[src/ptgt_pkg.sv]
/*
  Constants for the paired general-purpose timer block: register indices,
  control field positions, reset values, prescaler terminals and bus answers.
  Assumes the AXI4-Lite byte address of a register is four times its index.
*/
package ptgt_pkg;

  localparam int ADDR_W = 12;

  // Register indices; byte address is index * 4
  localparam logic [9:0] IDX_A_LOW_COUNT   = 10'h106;
  localparam logic [9:0] IDX_A_HIGH_HOLD   = 10'h108;
  localparam logic [9:0] IDX_A_HIGH_COUNT  = 10'h10A;
  localparam logic [9:0] IDX_A_LOW_PERIOD  = 10'h10C;
  localparam logic [9:0] IDX_A_HIGH_PERIOD = 10'h10E;
  localparam logic [9:0] IDX_A_LOW_CONTROL = 10'h110;
  localparam logic [9:0] IDX_A_HIGH_CONTROL = 10'h112;
  localparam logic [9:0] IDX_B_LOW_COUNT   = 10'h114;
  localparam logic [9:0] IDX_B_HIGH_HOLD   = 10'h116;
  localparam logic [9:0] IDX_B_HIGH_COUNT  = 10'h118;
  localparam logic [9:0] IDX_B_LOW_PERIOD  = 10'h11A;
  localparam logic [9:0] IDX_B_HIGH_PERIOD = 10'h11C;
  localparam logic [9:0] IDX_B_LOW_CONTROL = 10'h11E;
  localparam logic [9:0] IDX_B_HIGH_CONTROL = 10'h120;
  localparam logic [9:0] IDX_IRQ_FLAG_STATUS_0   = 10'h124;
  localparam logic [9:0] IDX_IRQ_ENABLE_CONTROL_0 = 10'h126;

  // Timer order: 0 pair a low, 1 pair a high, 2 pair b low, 3 pair b high
  localparam logic [3:0][9:0] CNT_IDX = {IDX_B_HIGH_COUNT, IDX_B_LOW_COUNT,
                                         IDX_A_HIGH_COUNT, IDX_A_LOW_COUNT};
  localparam logic [3:0][9:0] PER_IDX = {IDX_B_HIGH_PERIOD, IDX_B_LOW_PERIOD,
                                         IDX_A_HIGH_PERIOD, IDX_A_LOW_PERIOD};
  localparam logic [3:0][9:0] CON_IDX = {IDX_B_HIGH_CONTROL, IDX_B_LOW_CONTROL,
                                         IDX_A_HIGH_CONTROL, IDX_A_LOW_CONTROL};
  localparam logic [1:0][9:0] HOLD_IDX = {IDX_B_HIGH_HOLD, IDX_A_HIGH_HOLD};

  // Control register fields
  localparam int CON_ON    = 15;
  localparam int CON_SIDL  = 13;
  localparam int CON_GATE  = 6;
  localparam int CON_PS_HI = 5;
  localparam int CON_PS_LO = 4;
  localparam int CON_CHAIN = 3;
  localparam int CON_CS    = 1;
  localparam logic [15:0] LOW_CON_MASK  = 16'hA07A;
  localparam logic [15:0] HIGH_CON_MASK = 16'hA072;

  localparam logic [15:0] CON_RESET = 16'h0000;
  localparam logic [15:0] PER_RESET = 16'hFFFF;
  localparam logic [15:0] CNT_RESET = 16'h0000;

  // Interrupt flag / enable bit per timer
  localparam logic [3:0][3:0] IRQ_BIT = {4'hC, 4'hB, 4'h7, 4'h6};
  localparam logic [15:0] IRQ_MASK = 16'h18C0;

  // Prescaler terminal count for 1:1, 1:8, 1:64, 1:256
  localparam logic [3:0][7:0] PS_LAST = {8'hFF, 8'h3F, 8'h07, 8'h00};

  localparam logic [1:0] RESP_OKAY   = 2'h0;
  localparam logic [1:0] RESP_SLVERR = 2'h2;

endpackage

[src/ptgt_ps_if.sv]
/*
  Carrier between a timer and its prescaler: input tick, clear, run, ratio
  select and the divided tick. Both ends share one clock.
*/
`timescale 1ns/100ps
interface ptgt_ps_if;
  logic       tick_in;
  logic       clear;
  logic       run;
  logic [1:0] sel;
  logic       tick_out;
  modport ctrl (output tick_in, output clear, output run, output sel, input tick_out);
  modport pre  (input tick_in, input clear, input run, input sel, output tick_out);
endinterface

[src/ptgt_timer.sv]
/*
  Two pairs of 16-bit timers, each pair chainable into one 32-bit timer,
  with an AXI4-Lite register slave. Pair a drives the converter trigger.
  Assumes cpu_sleep and cpu_idle come from logic on aclk; timer pins are
  asynchronous and pass two flip-flops.
*/
// The AXI4-Lite slave port is this design's own decision.
`timescale 1ns/100ps
// Overview of operation
// - Gate mode counts cycles while gate high
// - Upper timer ignores its gate bit
// - Gate falling edge stops count, keeps value
// - 32-bit period match triggers the converter
// - Prescaler divides by 1, 8, 64, 256
// - Chained mode uses only lower prescaler
// - Count write, timer off, reset clear prescaler
// - Disabled timer halts its prescaler entirely
// - Control writes leave counts untouched
// - No counting during sleep
// - Chained match or gate fall sets upper flag
// - Upper enable bit gates chained interrupt
// - Second pair has no converter trigger
// - Lower word low, upper word high, lower controls
// - Lower inputs, upper flag and enable
// - Control field layout, all zero at reset
// - Chained count wraps to zero at period
// - Lower count read latches upper into hold
// - Lower count write loads upper from hold
module ptgt_timer (
  input  wire logic                        aclk,
  input  wire logic                        aresetn,
  input  wire logic [ptgt_pkg::ADDR_W-1:0] s_axi_awaddr,
  input  wire logic                        s_axi_awvalid,
  output logic                             s_axi_awready,
  input  wire logic [31:0]                 s_axi_wdata,
  input  wire logic [3:0]                  s_axi_wstrb,
  input  wire logic                        s_axi_wvalid,
  output logic                             s_axi_wready,
  output logic [1:0]                       s_axi_bresp,
  output logic                             s_axi_bvalid,
  input  wire logic                        s_axi_bready,
  input  wire logic [ptgt_pkg::ADDR_W-1:0] s_axi_araddr,
  input  wire logic                        s_axi_arvalid,
  output logic                             s_axi_arready,
  output logic [31:0]                      s_axi_rdata,
  output logic [1:0]                       s_axi_rresp,
  output logic                             s_axi_rvalid,
  input  wire logic                        s_axi_rready,
  input  wire logic [1:0]                  low_timer_ext_input,
  input  wire logic [1:0]                  high_timer_ext_input,
  input  wire logic                        cpu_sleep,
  input  wire logic                        cpu_idle,
  output logic                             adc_trigger,
  output logic [3:0]                       irq_request
);

  logic [9:0]  aw_idx;
  logic [15:0] wr_val;
  logic [15:0] wr_mask;
  logic        do_write;
  logic        rd_take;
  logic [9:0]  rd_idx;
  logic [3:0]  ext_s1;
  logic [3:0]  ext_s2;
  logic [3:0]  ext_d;
  logic [15:0] cnt  [4];
  logic [15:0] per  [4];
  logic [15:0] con  [4];
  logic [15:0] hold [2];
  logic [15:0] irq_flag_status_0;
  logic [15:0] irq_enable_control_0;
  logic [15:0] ev_vec;
  logic [15:0] flag_clr;
  logic [15:0] pending;
  logic [1:0]  adc_hit;

  function automatic logic [15:0] merge(input logic [15:0] old);
    merge = (old & ~wr_mask) | (wr_val & wr_mask);
  endfunction

  function automatic logic is_mapped(input logic [9:0] idx);
    logic hit;
    hit = 1'b0;
    for (int k = 0; k < 4; k++) begin
      if (idx == ptgt_pkg::CNT_IDX[k] || idx == ptgt_pkg::PER_IDX[k]
          || idx == ptgt_pkg::CON_IDX[k]) begin
        hit = 1'b1;
      end
    end
    if (idx == ptgt_pkg::HOLD_IDX[0] || idx == ptgt_pkg::HOLD_IDX[1]
        || idx == ptgt_pkg::IDX_IRQ_FLAG_STATUS_0
        || idx == ptgt_pkg::IDX_IRQ_ENABLE_CONTROL_0) begin
      hit = 1'b1;
    end
    is_mapped = hit;
  endfunction

  // Pin synchronisers; ext_d is only for edge detection on the clean copy
  always_ff @(posedge aclk) begin
    if (!aresetn) begin
      ext_s1 <= 4'h0;
      ext_s2 <= 4'h0;
      ext_d  <= 4'h0;
    end else begin
      ext_s1 <= {high_timer_ext_input[1], low_timer_ext_input[1],
                 high_timer_ext_input[0], low_timer_ext_input[0]};
      ext_s2 <= ext_s1;
      ext_d  <= ext_s2;
    end
  end

  // Write channel: address and data taken in either order, then one write
  always_ff @(posedge aclk) begin
    if (!aresetn) begin
      s_axi_awready <= 1'b1;
      s_axi_wready  <= 1'b1;
      s_axi_bvalid  <= 1'b0;
      s_axi_bresp   <= ptgt_pkg::RESP_OKAY;
      aw_idx        <= 10'h000;
      wr_val        <= 16'h0000;
      wr_mask       <= 16'h0000;
    end else begin
      if (s_axi_awvalid && s_axi_awready) begin
        s_axi_awready <= 1'b0;
        aw_idx        <= s_axi_awaddr[11:2];
      end
      if (s_axi_wvalid && s_axi_wready) begin
        s_axi_wready <= 1'b0;
        wr_val       <= s_axi_wdata[15:0];
        wr_mask      <= {{8{s_axi_wstrb[1]}}, {8{s_axi_wstrb[0]}}};
      end
      if (do_write) begin
        s_axi_bvalid <= 1'b1;
        s_axi_bresp  <= is_mapped(aw_idx) ? ptgt_pkg::RESP_OKAY : ptgt_pkg::RESP_SLVERR;
      end else if (s_axi_bvalid && s_axi_bready) begin
        s_axi_bvalid  <= 1'b0;
        s_axi_awready <= 1'b1;
        s_axi_wready  <= 1'b1;
      end
    end
  end

  assign do_write = !s_axi_awready && !s_axi_wready && !s_axi_bvalid;

  // Read channel: one cycle from address to data
  assign rd_take = s_axi_arvalid && s_axi_arready;
  assign rd_idx  = s_axi_araddr[11:2];

  always_ff @(posedge aclk) begin
    if (!aresetn) begin
      s_axi_arready <= 1'b1;
      s_axi_rvalid  <= 1'b0;
      s_axi_rdata   <= 32'h0000_0000;
      s_axi_rresp   <= ptgt_pkg::RESP_OKAY;
    end else if (rd_take) begin
      s_axi_arready <= 1'b0;
      s_axi_rvalid  <= 1'b1;
      s_axi_rresp   <= is_mapped(rd_idx) ? ptgt_pkg::RESP_OKAY : ptgt_pkg::RESP_SLVERR;
      if (rd_idx == ptgt_pkg::IDX_IRQ_FLAG_STATUS_0) begin
        s_axi_rdata <= {16'h0000, irq_flag_status_0};
      end else if (rd_idx == ptgt_pkg::IDX_IRQ_ENABLE_CONTROL_0) begin
        s_axi_rdata <= {16'h0000, irq_enable_control_0};
      end else if (rd_idx == ptgt_pkg::HOLD_IDX[0]) begin
        s_axi_rdata <= {16'h0000, hold[0]};
      end else if (rd_idx == ptgt_pkg::HOLD_IDX[1]) begin
        s_axi_rdata <= {16'h0000, hold[1]};
      end else begin
        s_axi_rdata <= 32'h0000_0000;
        for (int k = 0; k < 4; k++) begin
          if (rd_idx == ptgt_pkg::CNT_IDX[k]) begin
            s_axi_rdata <= {16'h0000, cnt[k]};
          end else if (rd_idx == ptgt_pkg::PER_IDX[k]) begin
            s_axi_rdata <= {16'h0000, per[k]};
          end else if (rd_idx == ptgt_pkg::CON_IDX[k]) begin
            s_axi_rdata <= {16'h0000, con[k]};
          end
        end
      end
    end else if (s_axi_rvalid && s_axi_rready) begin
      s_axi_rvalid  <= 1'b0;
      s_axi_arready <= 1'b1;
    end
  end

  // Period and control registers, one set per timer
  genvar i;
  generate
    for (i = 0; i < 4; i++) begin : g_regs
      localparam logic [15:0] CMASK = (i % 2 == 0) ? ptgt_pkg::LOW_CON_MASK
                                                    : ptgt_pkg::HIGH_CON_MASK;
      always_ff @(posedge aclk) begin
        if (!aresetn) begin
          per[i] <= ptgt_pkg::PER_RESET;
          con[i] <= ptgt_pkg::CON_RESET;
        end else if (do_write) begin
          if (aw_idx == ptgt_pkg::PER_IDX[i]) begin
            per[i] <= merge(per[i]);
          end else if (aw_idx == ptgt_pkg::CON_IDX[i]) begin
            con[i] <= merge(con[i]) & CMASK;
          end
        end
      end
    end
  endgenerate

  // Counting logic per pair; timer 2p is the lower word, 2p+1 the upper
  genvar p;
  generate
    for (p = 0; p < 2; p++) begin : g_pair
      localparam int LO = 2 * p;
      localparam int HI = 2 * p + 1;
      ptgt_ps_if ps_lo ();
      ptgt_ps_if ps_hi ();
      logic        chain;
      logic        gate_mode;
      logic        gate_fall;
      logic        cnt_wr;
      logic        on_cleared;
      logic        halt_lo;
      logic        halt_hi;
      logic        tick_lo;
      logic        tick_hi;
      logic        match32;
      logic        match_lo;
      logic        match_hi;
      logic        wr_lo;
      logic        wr_hi;
      logic [15:0] new_lo_con;
      logic [15:0] new_hi_con;

      assign chain     = con[LO][ptgt_pkg::CON_CHAIN];
      // Only the lower gate bit is honoured, also for the chained pair
      assign gate_mode = con[LO][ptgt_pkg::CON_GATE] && !con[LO][ptgt_pkg::CON_CS];
      assign gate_fall = gate_mode && con[LO][ptgt_pkg::CON_ON]
                         && ext_d[LO] && !ext_s2[LO];
      assign wr_lo     = do_write && aw_idx == ptgt_pkg::CNT_IDX[LO];
      assign wr_hi     = do_write && aw_idx == ptgt_pkg::CNT_IDX[HI];
      assign cnt_wr    = wr_lo || wr_hi;
      assign new_lo_con = merge(con[LO]);
      assign new_hi_con = merge(con[HI]);
      assign on_cleared = do_write
        && ((aw_idx == ptgt_pkg::CON_IDX[LO] && con[LO][ptgt_pkg::CON_ON]
             && !new_lo_con[ptgt_pkg::CON_ON])
         || (aw_idx == ptgt_pkg::CON_IDX[HI] && con[HI][ptgt_pkg::CON_ON]
             && !new_hi_con[ptgt_pkg::CON_ON]));
      assign halt_lo = cpu_sleep || (cpu_idle && con[LO][ptgt_pkg::CON_SIDL]);
      assign halt_hi = cpu_sleep || (cpu_idle && con[HI][ptgt_pkg::CON_SIDL]);

      assign ps_lo.run     = con[LO][ptgt_pkg::CON_ON];
      assign ps_lo.clear   = cnt_wr || on_cleared;
      assign ps_lo.sel     = con[LO][ptgt_pkg::CON_PS_HI:ptgt_pkg::CON_PS_LO];
      assign ps_lo.tick_in = !halt_lo && (con[LO][ptgt_pkg::CON_CS]
                             ? (ext_s2[LO] && !ext_d[LO])
                             : (!gate_mode || ext_s2[LO]));
      // Upper prescaler sits idle while chained
      assign ps_hi.run     = con[HI][ptgt_pkg::CON_ON] && !chain;
      assign ps_hi.clear   = cnt_wr || on_cleared;
      assign ps_hi.sel     = con[HI][ptgt_pkg::CON_PS_HI:ptgt_pkg::CON_PS_LO];
      assign ps_hi.tick_in = !halt_hi && (!con[HI][ptgt_pkg::CON_CS]
                             || (ext_s2[HI] && !ext_d[HI]));

      ptgt_prescaler u_ps_lo (.aclk(aclk), .aresetn(aresetn), .ps(ps_lo));
      ptgt_prescaler u_ps_hi (.aclk(aclk), .aresetn(aresetn), .ps(ps_hi));

      assign tick_lo  = ps_lo.tick_out;
      assign tick_hi  = ps_hi.tick_out;
      assign match32  = {cnt[HI], cnt[LO]} == {per[HI], per[LO]};
      assign match_lo = cnt[LO] == per[LO];
      assign match_hi = cnt[HI] == per[HI];

      always_ff @(posedge aclk) begin
        if (!aresetn) begin
          cnt[LO] <= ptgt_pkg::CNT_RESET;
        end else if (wr_lo) begin
          cnt[LO] <= merge(cnt[LO]);
        end else if (tick_lo) begin
          cnt[LO] <= (chain ? match32 : match_lo) ? 16'h0000 : cnt[LO] + 16'h0001;
        end
      end

      always_ff @(posedge aclk) begin
        if (!aresetn) begin
          cnt[HI] <= ptgt_pkg::CNT_RESET;
        end else if (wr_hi) begin
          cnt[HI] <= merge(cnt[HI]);
        end else if (wr_lo && chain) begin
          cnt[HI] <= hold[p];
        end else if (chain) begin
          if (tick_lo && match32) begin
            cnt[HI] <= 16'h0000;
          end else if (tick_lo && cnt[LO] == 16'hFFFF) begin
            cnt[HI] <= cnt[HI] + 16'h0001;
          end
        end else if (tick_hi) begin
          cnt[HI] <= match_hi ? 16'h0000 : cnt[HI] + 16'h0001;
        end
      end

      always_ff @(posedge aclk) begin
        if (!aresetn) begin
          hold[p] <= ptgt_pkg::CNT_RESET;
        end else if (do_write && aw_idx == ptgt_pkg::HOLD_IDX[p]) begin
          hold[p] <= merge(hold[p]);
        end else if (rd_take && rd_idx == ptgt_pkg::CNT_IDX[LO] && chain) begin
          hold[p] <= cnt[HI];
        end
      end

      // Chained events land on the upper timer's flag
      assign ev_vec[ptgt_pkg::IRQ_BIT[HI]] = chain ? ((tick_lo && match32) || gate_fall)
                                                   : (tick_hi && match_hi);
      assign ev_vec[ptgt_pkg::IRQ_BIT[LO]] = !chain && ((tick_lo && match_lo) || gate_fall);

      if (p == 0) begin : g_adc
        assign adc_hit[p] = chain && tick_lo && match32;
      end else begin : g_no_adc
        assign adc_hit[p] = 1'b0;
      end
    end
  endgenerate

  assign ev_vec[5:0]   = 6'h00;
  assign ev_vec[10:8]  = 3'h0;
  assign ev_vec[15:13] = 3'h0;

  // Write one to clear; a same-cycle event wins over the clear
  assign flag_clr = (do_write && aw_idx == ptgt_pkg::IDX_IRQ_FLAG_STATUS_0)
                    ? (wr_val & wr_mask) : 16'h0000;

  always_ff @(posedge aclk) begin
    if (!aresetn) begin
      irq_flag_status_0 <= 16'h0000;
    end else begin
      irq_flag_status_0 <= ((irq_flag_status_0 & ~flag_clr) | ev_vec)
                           & ptgt_pkg::IRQ_MASK;
    end
  end

  always_ff @(posedge aclk) begin
    if (!aresetn) begin
      irq_enable_control_0 <= 16'h0000;
    end else if (do_write && aw_idx == ptgt_pkg::IDX_IRQ_ENABLE_CONTROL_0) begin
      irq_enable_control_0 <= merge(irq_enable_control_0) & ptgt_pkg::IRQ_MASK;
    end
  end

  assign pending = irq_flag_status_0 & irq_enable_control_0;

  always_ff @(posedge aclk) begin
    if (!aresetn) begin
      irq_request <= 4'h0;
      adc_trigger <= 1'b0;
    end else begin
      irq_request <= {pending[ptgt_pkg::IRQ_BIT[3]], pending[ptgt_pkg::IRQ_BIT[2]],
                      pending[ptgt_pkg::IRQ_BIT[1]], pending[ptgt_pkg::IRQ_BIT[0]]};
      adc_trigger <= adc_hit[0];
    end
  end

endmodule // ptgt_timer

[src/ptgt_prescaler.sv]
/*
  Timer input prescaler dividing by 1, 8, 64 or 256.
  Assumes tick_in is already synchronous to aclk.
*/
`timescale 1ns/100ps
module ptgt_prescaler (
  input wire logic aclk,
  input wire logic aresetn,
  ptgt_ps_if.pre   ps
);

  logic [7:0] count;
  logic       at_last;

  assign at_last = (count >= ptgt_pkg::PS_LAST[ps.sel]);

  always_ff @(posedge aclk) begin
    if (!aresetn) begin
      count <= 8'h00;
    end else if (ps.run) begin
      if (ps.clear) begin
        count <= 8'h00;
      end else if (ps.tick_in) begin
        count <= at_last ? 8'h00 : count + 8'h01;
      end
    end
  end

  assign ps.tick_out = ps.run && ps.tick_in && !ps.clear && at_last;

endmodule // ptgt_prescaler

[config.mk]
export PLATFORM = sky130hd
export DESIGN_NAME = ptgt_timer
export DESIGN_NICKNAME = d
export VERILOG_FILES = /design/src/ptgt_pkg.sv /design/src/ptgt_ps_if.sv /design/src/ptgt_timer.sv /design/src/ptgt_prescaler.sv
export SDC_FILE = /design/constraint.sdc
export NUM_CORES = 1
export LEC_CHECK = 0
export BUFFER_PORTS_ARGS = -buffer_cell sky130_fd_sc_hd__buf_2
export CAP_MARGIN = 20
export CELL_PAD_IN_SITES_DETAIL_PLACEMENT = 1
export CELL_PAD_IN_SITES_GLOBAL_PLACEMENT = 1
export CORE_MARGIN = 4
export CORE_UTILIZATION = 24
export DETAILED_ROUTE_END_ITERATION = 10
export PLACE_DENSITY = 0.51
export SYNTH_ARGS = -nofsm -noshare
export SYNTH_HDL_FRONTEND = slang
export SYNTH_HIERARCHICAL = 1
export SYNTH_SLANG_ARGS = --single-unit
[constraint.sdc]
create_clock -name aclk -period 10.35 [get_ports aclk]
set_clock_uncertainty 0.2 [all_clocks]
set_input_delay 2.07 -clock aclk [delete_from_list [all_inputs] [get_ports aclk]]
set_output_delay 2.07 -clock aclk [all_outputs]
set_load 0.005 [all_outputs]
Yosys cells after proc, flatten, opt, wreduce, memory -nomap -nowiden
Memory sizes are Yosys's and may differ from the RTL's.
Cells that the tools add are included.

word-level totals
  register bits = 133
  bits in writable memories = 188
  input port bits = 73
  output and inout bits = 46
  word-level logic and storage cells = 516
  memories kept = 4

memories
  name  words  bits a word  rd ports  clocked after Yosys merged registers in  write ports  RTL line          RTL
  cnt   4      16           4         0                                        4            ptgt_timer.sv:66  logic [15:0] cnt [4];
  per   4      16           4         0                                        4            ptgt_timer.sv:67  logic [15:0] per [4];
  hold  2      16           2         0                                        2            ptgt_timer.sv:69  logic [15:0] hold [2];
  con   4      7            4         0                                        4            ptgt_timer.sv:68  logic [15:0] con [4];

cells by class
  add/sub/neg operators = 8
  order comparisons = 8
  equality and inequality tests = 40
  muxes and demuxes = 218
  bitwise gates (word level) = 62
  reductions and logical operators = 154

operators with widths
  cell                     number
  $mux W16                 29
  $mux W32                 13
  $eq A10 B9 Y1 const B    32
  $and A16 B16 Y16         15
  $or A16 B16 Y16          14
  $mux W1                  149
  $mux W8                  16
  $logic_and A1 B1 Y1      77
  $add A16 B1 Y16 const B  4
  $bmux W8 S2              4
  $eq A16 B16 Y1           4
  $eq A32 B32 Y1           2
  $logic_or A1 B1 Y1       40
  $and A13 B13 Y13         3
  $add A8 B1 Y8 const B    4
  $eq A16 B16 Y1 const B   2
  $ge A8 B8 Y1             4
  $mux W7                  4
  $logic_not A1 Y1         27
  $or A1 B1 Y1             26
  $or A13 B13 Y13          2
  $not A16 Y16             1
  $mux W13                 1
  $not A13 Y13             1
  4 further kinds          16

Depth between registers and ports, before layout
  word-level depth = 21
  gate-level depth with buffers = 15
  mapped depth without buffers = 13

Hierarchy
Netlist, hierarchy kept.

by module, submodules not included
  module          instances  cells an instance  area each (µm²)  sequential area each (µm²)
  ptgt_timer      1          1,818              16,160.5         7,106.8
  ptgt_prescaler  4          71                 581.8            160.2

Worst setup path before layout
No wires, ideal clock.

  path kind = in2reg
  from = input port cpu_idle
  to = memory cnt[1][4] (netlist: cnt[0][20]), data pin
  library setup time = 132 ps
  arrival = 4,305 ps
  data required time = 10,018 ps
  path slack = 5,713 ps
  cell stages on the path = 9
  buffers on the path = 1
  cells stage by stage = a211oi_1 nand2_1 a211oi_1 nand3_1 or3_1 a211o_1 a211oi_4 buf_6 a221o_1

RTL lines
  item                RTL line          RTL
  start: declaration  ptgt_timer.sv:52  input wire logic cpu_idle,
  end: declaration    ptgt_timer.sv:66

==> metrics <==
status=completed; critical path peak fanout=16; ys async rst share=0%; HPWL after DPL=59300 um; Yosys warnings=6; #FFs+latches synth=294; CTS resizes=0; fmax=204 MHz; global router's overall resource usage=19.7%; slew at the pin closest to its max-slew limit=1130 ps; Antenna Nets Post-Route=0; maximum clock path buffer count=3; power density over the cells=141 nW/um^2; Final Util=27.7%; storage element area=7750 um^2; first-pass GRT wire length=122000 um; H-tree depth=2; max-cap violations=0; Top FF cell, synth=edfxtp_1; leading cell type in the layout, fill and taps excluded=nand2_1; sequential share of the synthesized area=41.9%; Nets=2206; Cells after Synth=2102; core area=76200 um^2; row cnt=101; worst-skew pair later-pin latency=570 ps; Die Wd=286 um; residual DRC count=0; R2R setup slack=5510 ps; Max Slew Vio Count=0; routed len/inst=26.3 um; Pleak=0.00724 uW; largest net degree at the start of global routing=56; crit path launch=cpu_idle; Fin. Hold Viols=0; Arr. time, crit path=5120 ps; Layout fillers=8895; Tmin final=4900 ps; min-delay worst type=reg2reg; syn avg cell area=8.80 um^2; antenna violations before repair=9; hold_sp=ext_s1[3]; reg-to-reg startpoint=aw_idx[6]; crit end category=flip-flop; post-CTS setup buffers=0; PortBufs=78; TritonCTS clock tree=done; Initial DRC Count=1533; multi-input logic area=9870 um^2; Via density=5.46; die area=81500 um^2; final hold slack=237 ps; Die Ht=286 um; gr ovfl total=0; WL final=83100 um; Critical Path RT=10570 ps; vias in the first global route=17.4k; TritonCTS Buffers=41; Worst-path clk slew=60 ps; hold-fix buffers at CTS=0; RSZ-0062 raised after global routing=no; Root Driver=clkbuf_16; most frequent cells in the layout=nand2_1 (306), a21oi_1 (187), edfxtp_1 (186); Critical Path Start Type=primary input; Tcrit/Tclk final=47.4%; Pre-antenna DRT Iters=5; Place WS=4970 ps; TNS Setup=0 ps; Crit Path Class=in2reg; Worst VDD drop=94.1 uV; CTS sink cnt=294; endpoints failing setup=0; worst slew margin relative to its limit=24.3%; number of synthesized flops with an enable pin=186; via count=17.3k; gp weighted congestion=0.928; Initial Utilization=24.3%; Cell variety after synth=85; Mapped Area=18500 um^2; layout cells sized above 1=11.3%; Area Overhead vs Synth=14.2%; final setup margin=5450 ps; num ports=119
==> critical path, cell delays in order <==
cell      delay [ps]
buf_2            130
a211oi_1         320
nand2_1          140
a211oi_1         220
buf_4            220
nand3_1           80
or3_1            450
a211o_1          340
a211oi_4         850
a221o_1          290
==> power breakdown <==
| part | leakage, uW | internal (uW) | switching (uW) |
|---|---|---|---|
| Combinational | 0.00402 | 74.3 | 169 |
| Sequential | 0.00257 | 1270 | 50.2 |
| Clock | 0.000647 | 830 | 576 |
==> metrics by stage <==
stage          total power, uW  cells  instance area [um^2]
4_1_cts                   3010   3161                 21100
6_report                  2970   3165                 21100
3_5_place_dp              1590   3085                 19800
2_1_floorplan             1480   2119                 18600
5_1_grt                   3080   3164                 21100
3_3_place_gp              1580   3084                 19800
==> cell families after synthesis <==
group	synth area share, %
and+or+nand+nor	20.5
AOI/OAI and AO/OA	23.5
DFF	41.9
buffers and inverters	5.18
xor gates and xnor gates	5.59
adders and majority gates	2.17
muxes	1.13
other	0.0203
==> metal layers <==
layer / vias up / track usage [%] / part of all wire, %
met5: - / 0 / 0.016
met2: 548 / 33.0 / 47
met4: 2 / 5.91 / 2.9
met1: 8827 / 26.6 / 44
met3: 125 / 2.53 / 5.9
li1: 7775 / - / -
==> path summary, 6_finish.rpt <==
kind,endpoint,cells after the start
max,cnt[0][21],10
max reg2reg,cnt[1][30],12
min reg2reg,ext_s2[3],1
min,ext_s2[3],1
==> synthesized netlist by cell type, types with 8 or more instances <==
cell type,count,area (um^2)
buf_2,18,90.1
a22oi_1,15,113
o221ai_1,12,105
and3_1,28,175
dfxtp_1,108,2160
xnor2_1,101,885
edfxtp_1,186,5590
o211ai_1,21,158
a221o_1,34,340
inv_1,44,165
a21oi_1,187,936
nor3_1,31,155
a21boi_0,39,293
o21a_1,13,97.6
nand2b_1,11,68.8
a211oi_1,18,135
o2bb2ai_1,27,236
nor2b_1,26,163
clkbuf_1,122,458
a21o_1,8,60.1
a22o_1,18,158
or3_1,13,81.3
o22ai_1,43,269
nand3_1,119,596
mux2i_1,13,130
nand2_1,306,1150
and2_1,32,200
o21ai_0,98,490
o2111ai_1,9,78.8
a2111o_1,8,90.1
nand4_1,44,275
nor4_1,8,50.1
o32ai_1,8,70.1
a221oi_1,8,70.1
buf_1,22,82.6
a211o_1,8,70.1
xor2_1,17,149
ha_1,32,400
buf_4,19,143
nor2_1,104,390
==> registers in the layout, indices dropped and copies added (netlist names), 10 cells and up, named ones only <==
name,count
g_pair.u_ps_lo/count,16
wr_val,16
g_pair.u_ps_hi/count,16
con,26
hold,32
aw_idx,10
per,64
s_axi_rdata,16
cnt,64
==> final cells by class <==
| class | count | area share, % |
|---|---|---|
| well taps | 1030 | 6.11 |
| flip-flops and latches | 294 | 36.7 |
| repair buffers | 122 | 3.41 |
| clock inverters | 15 | 0.492 |
| multi-input cells | 1597 | 46.8 |
| diodes | 1 | 0.0119 |
| inverters | 45 | 0.800 |
| clock buffers | 61 | 5.71 |
Note: power is estimated with default switching activity, not from simulation.
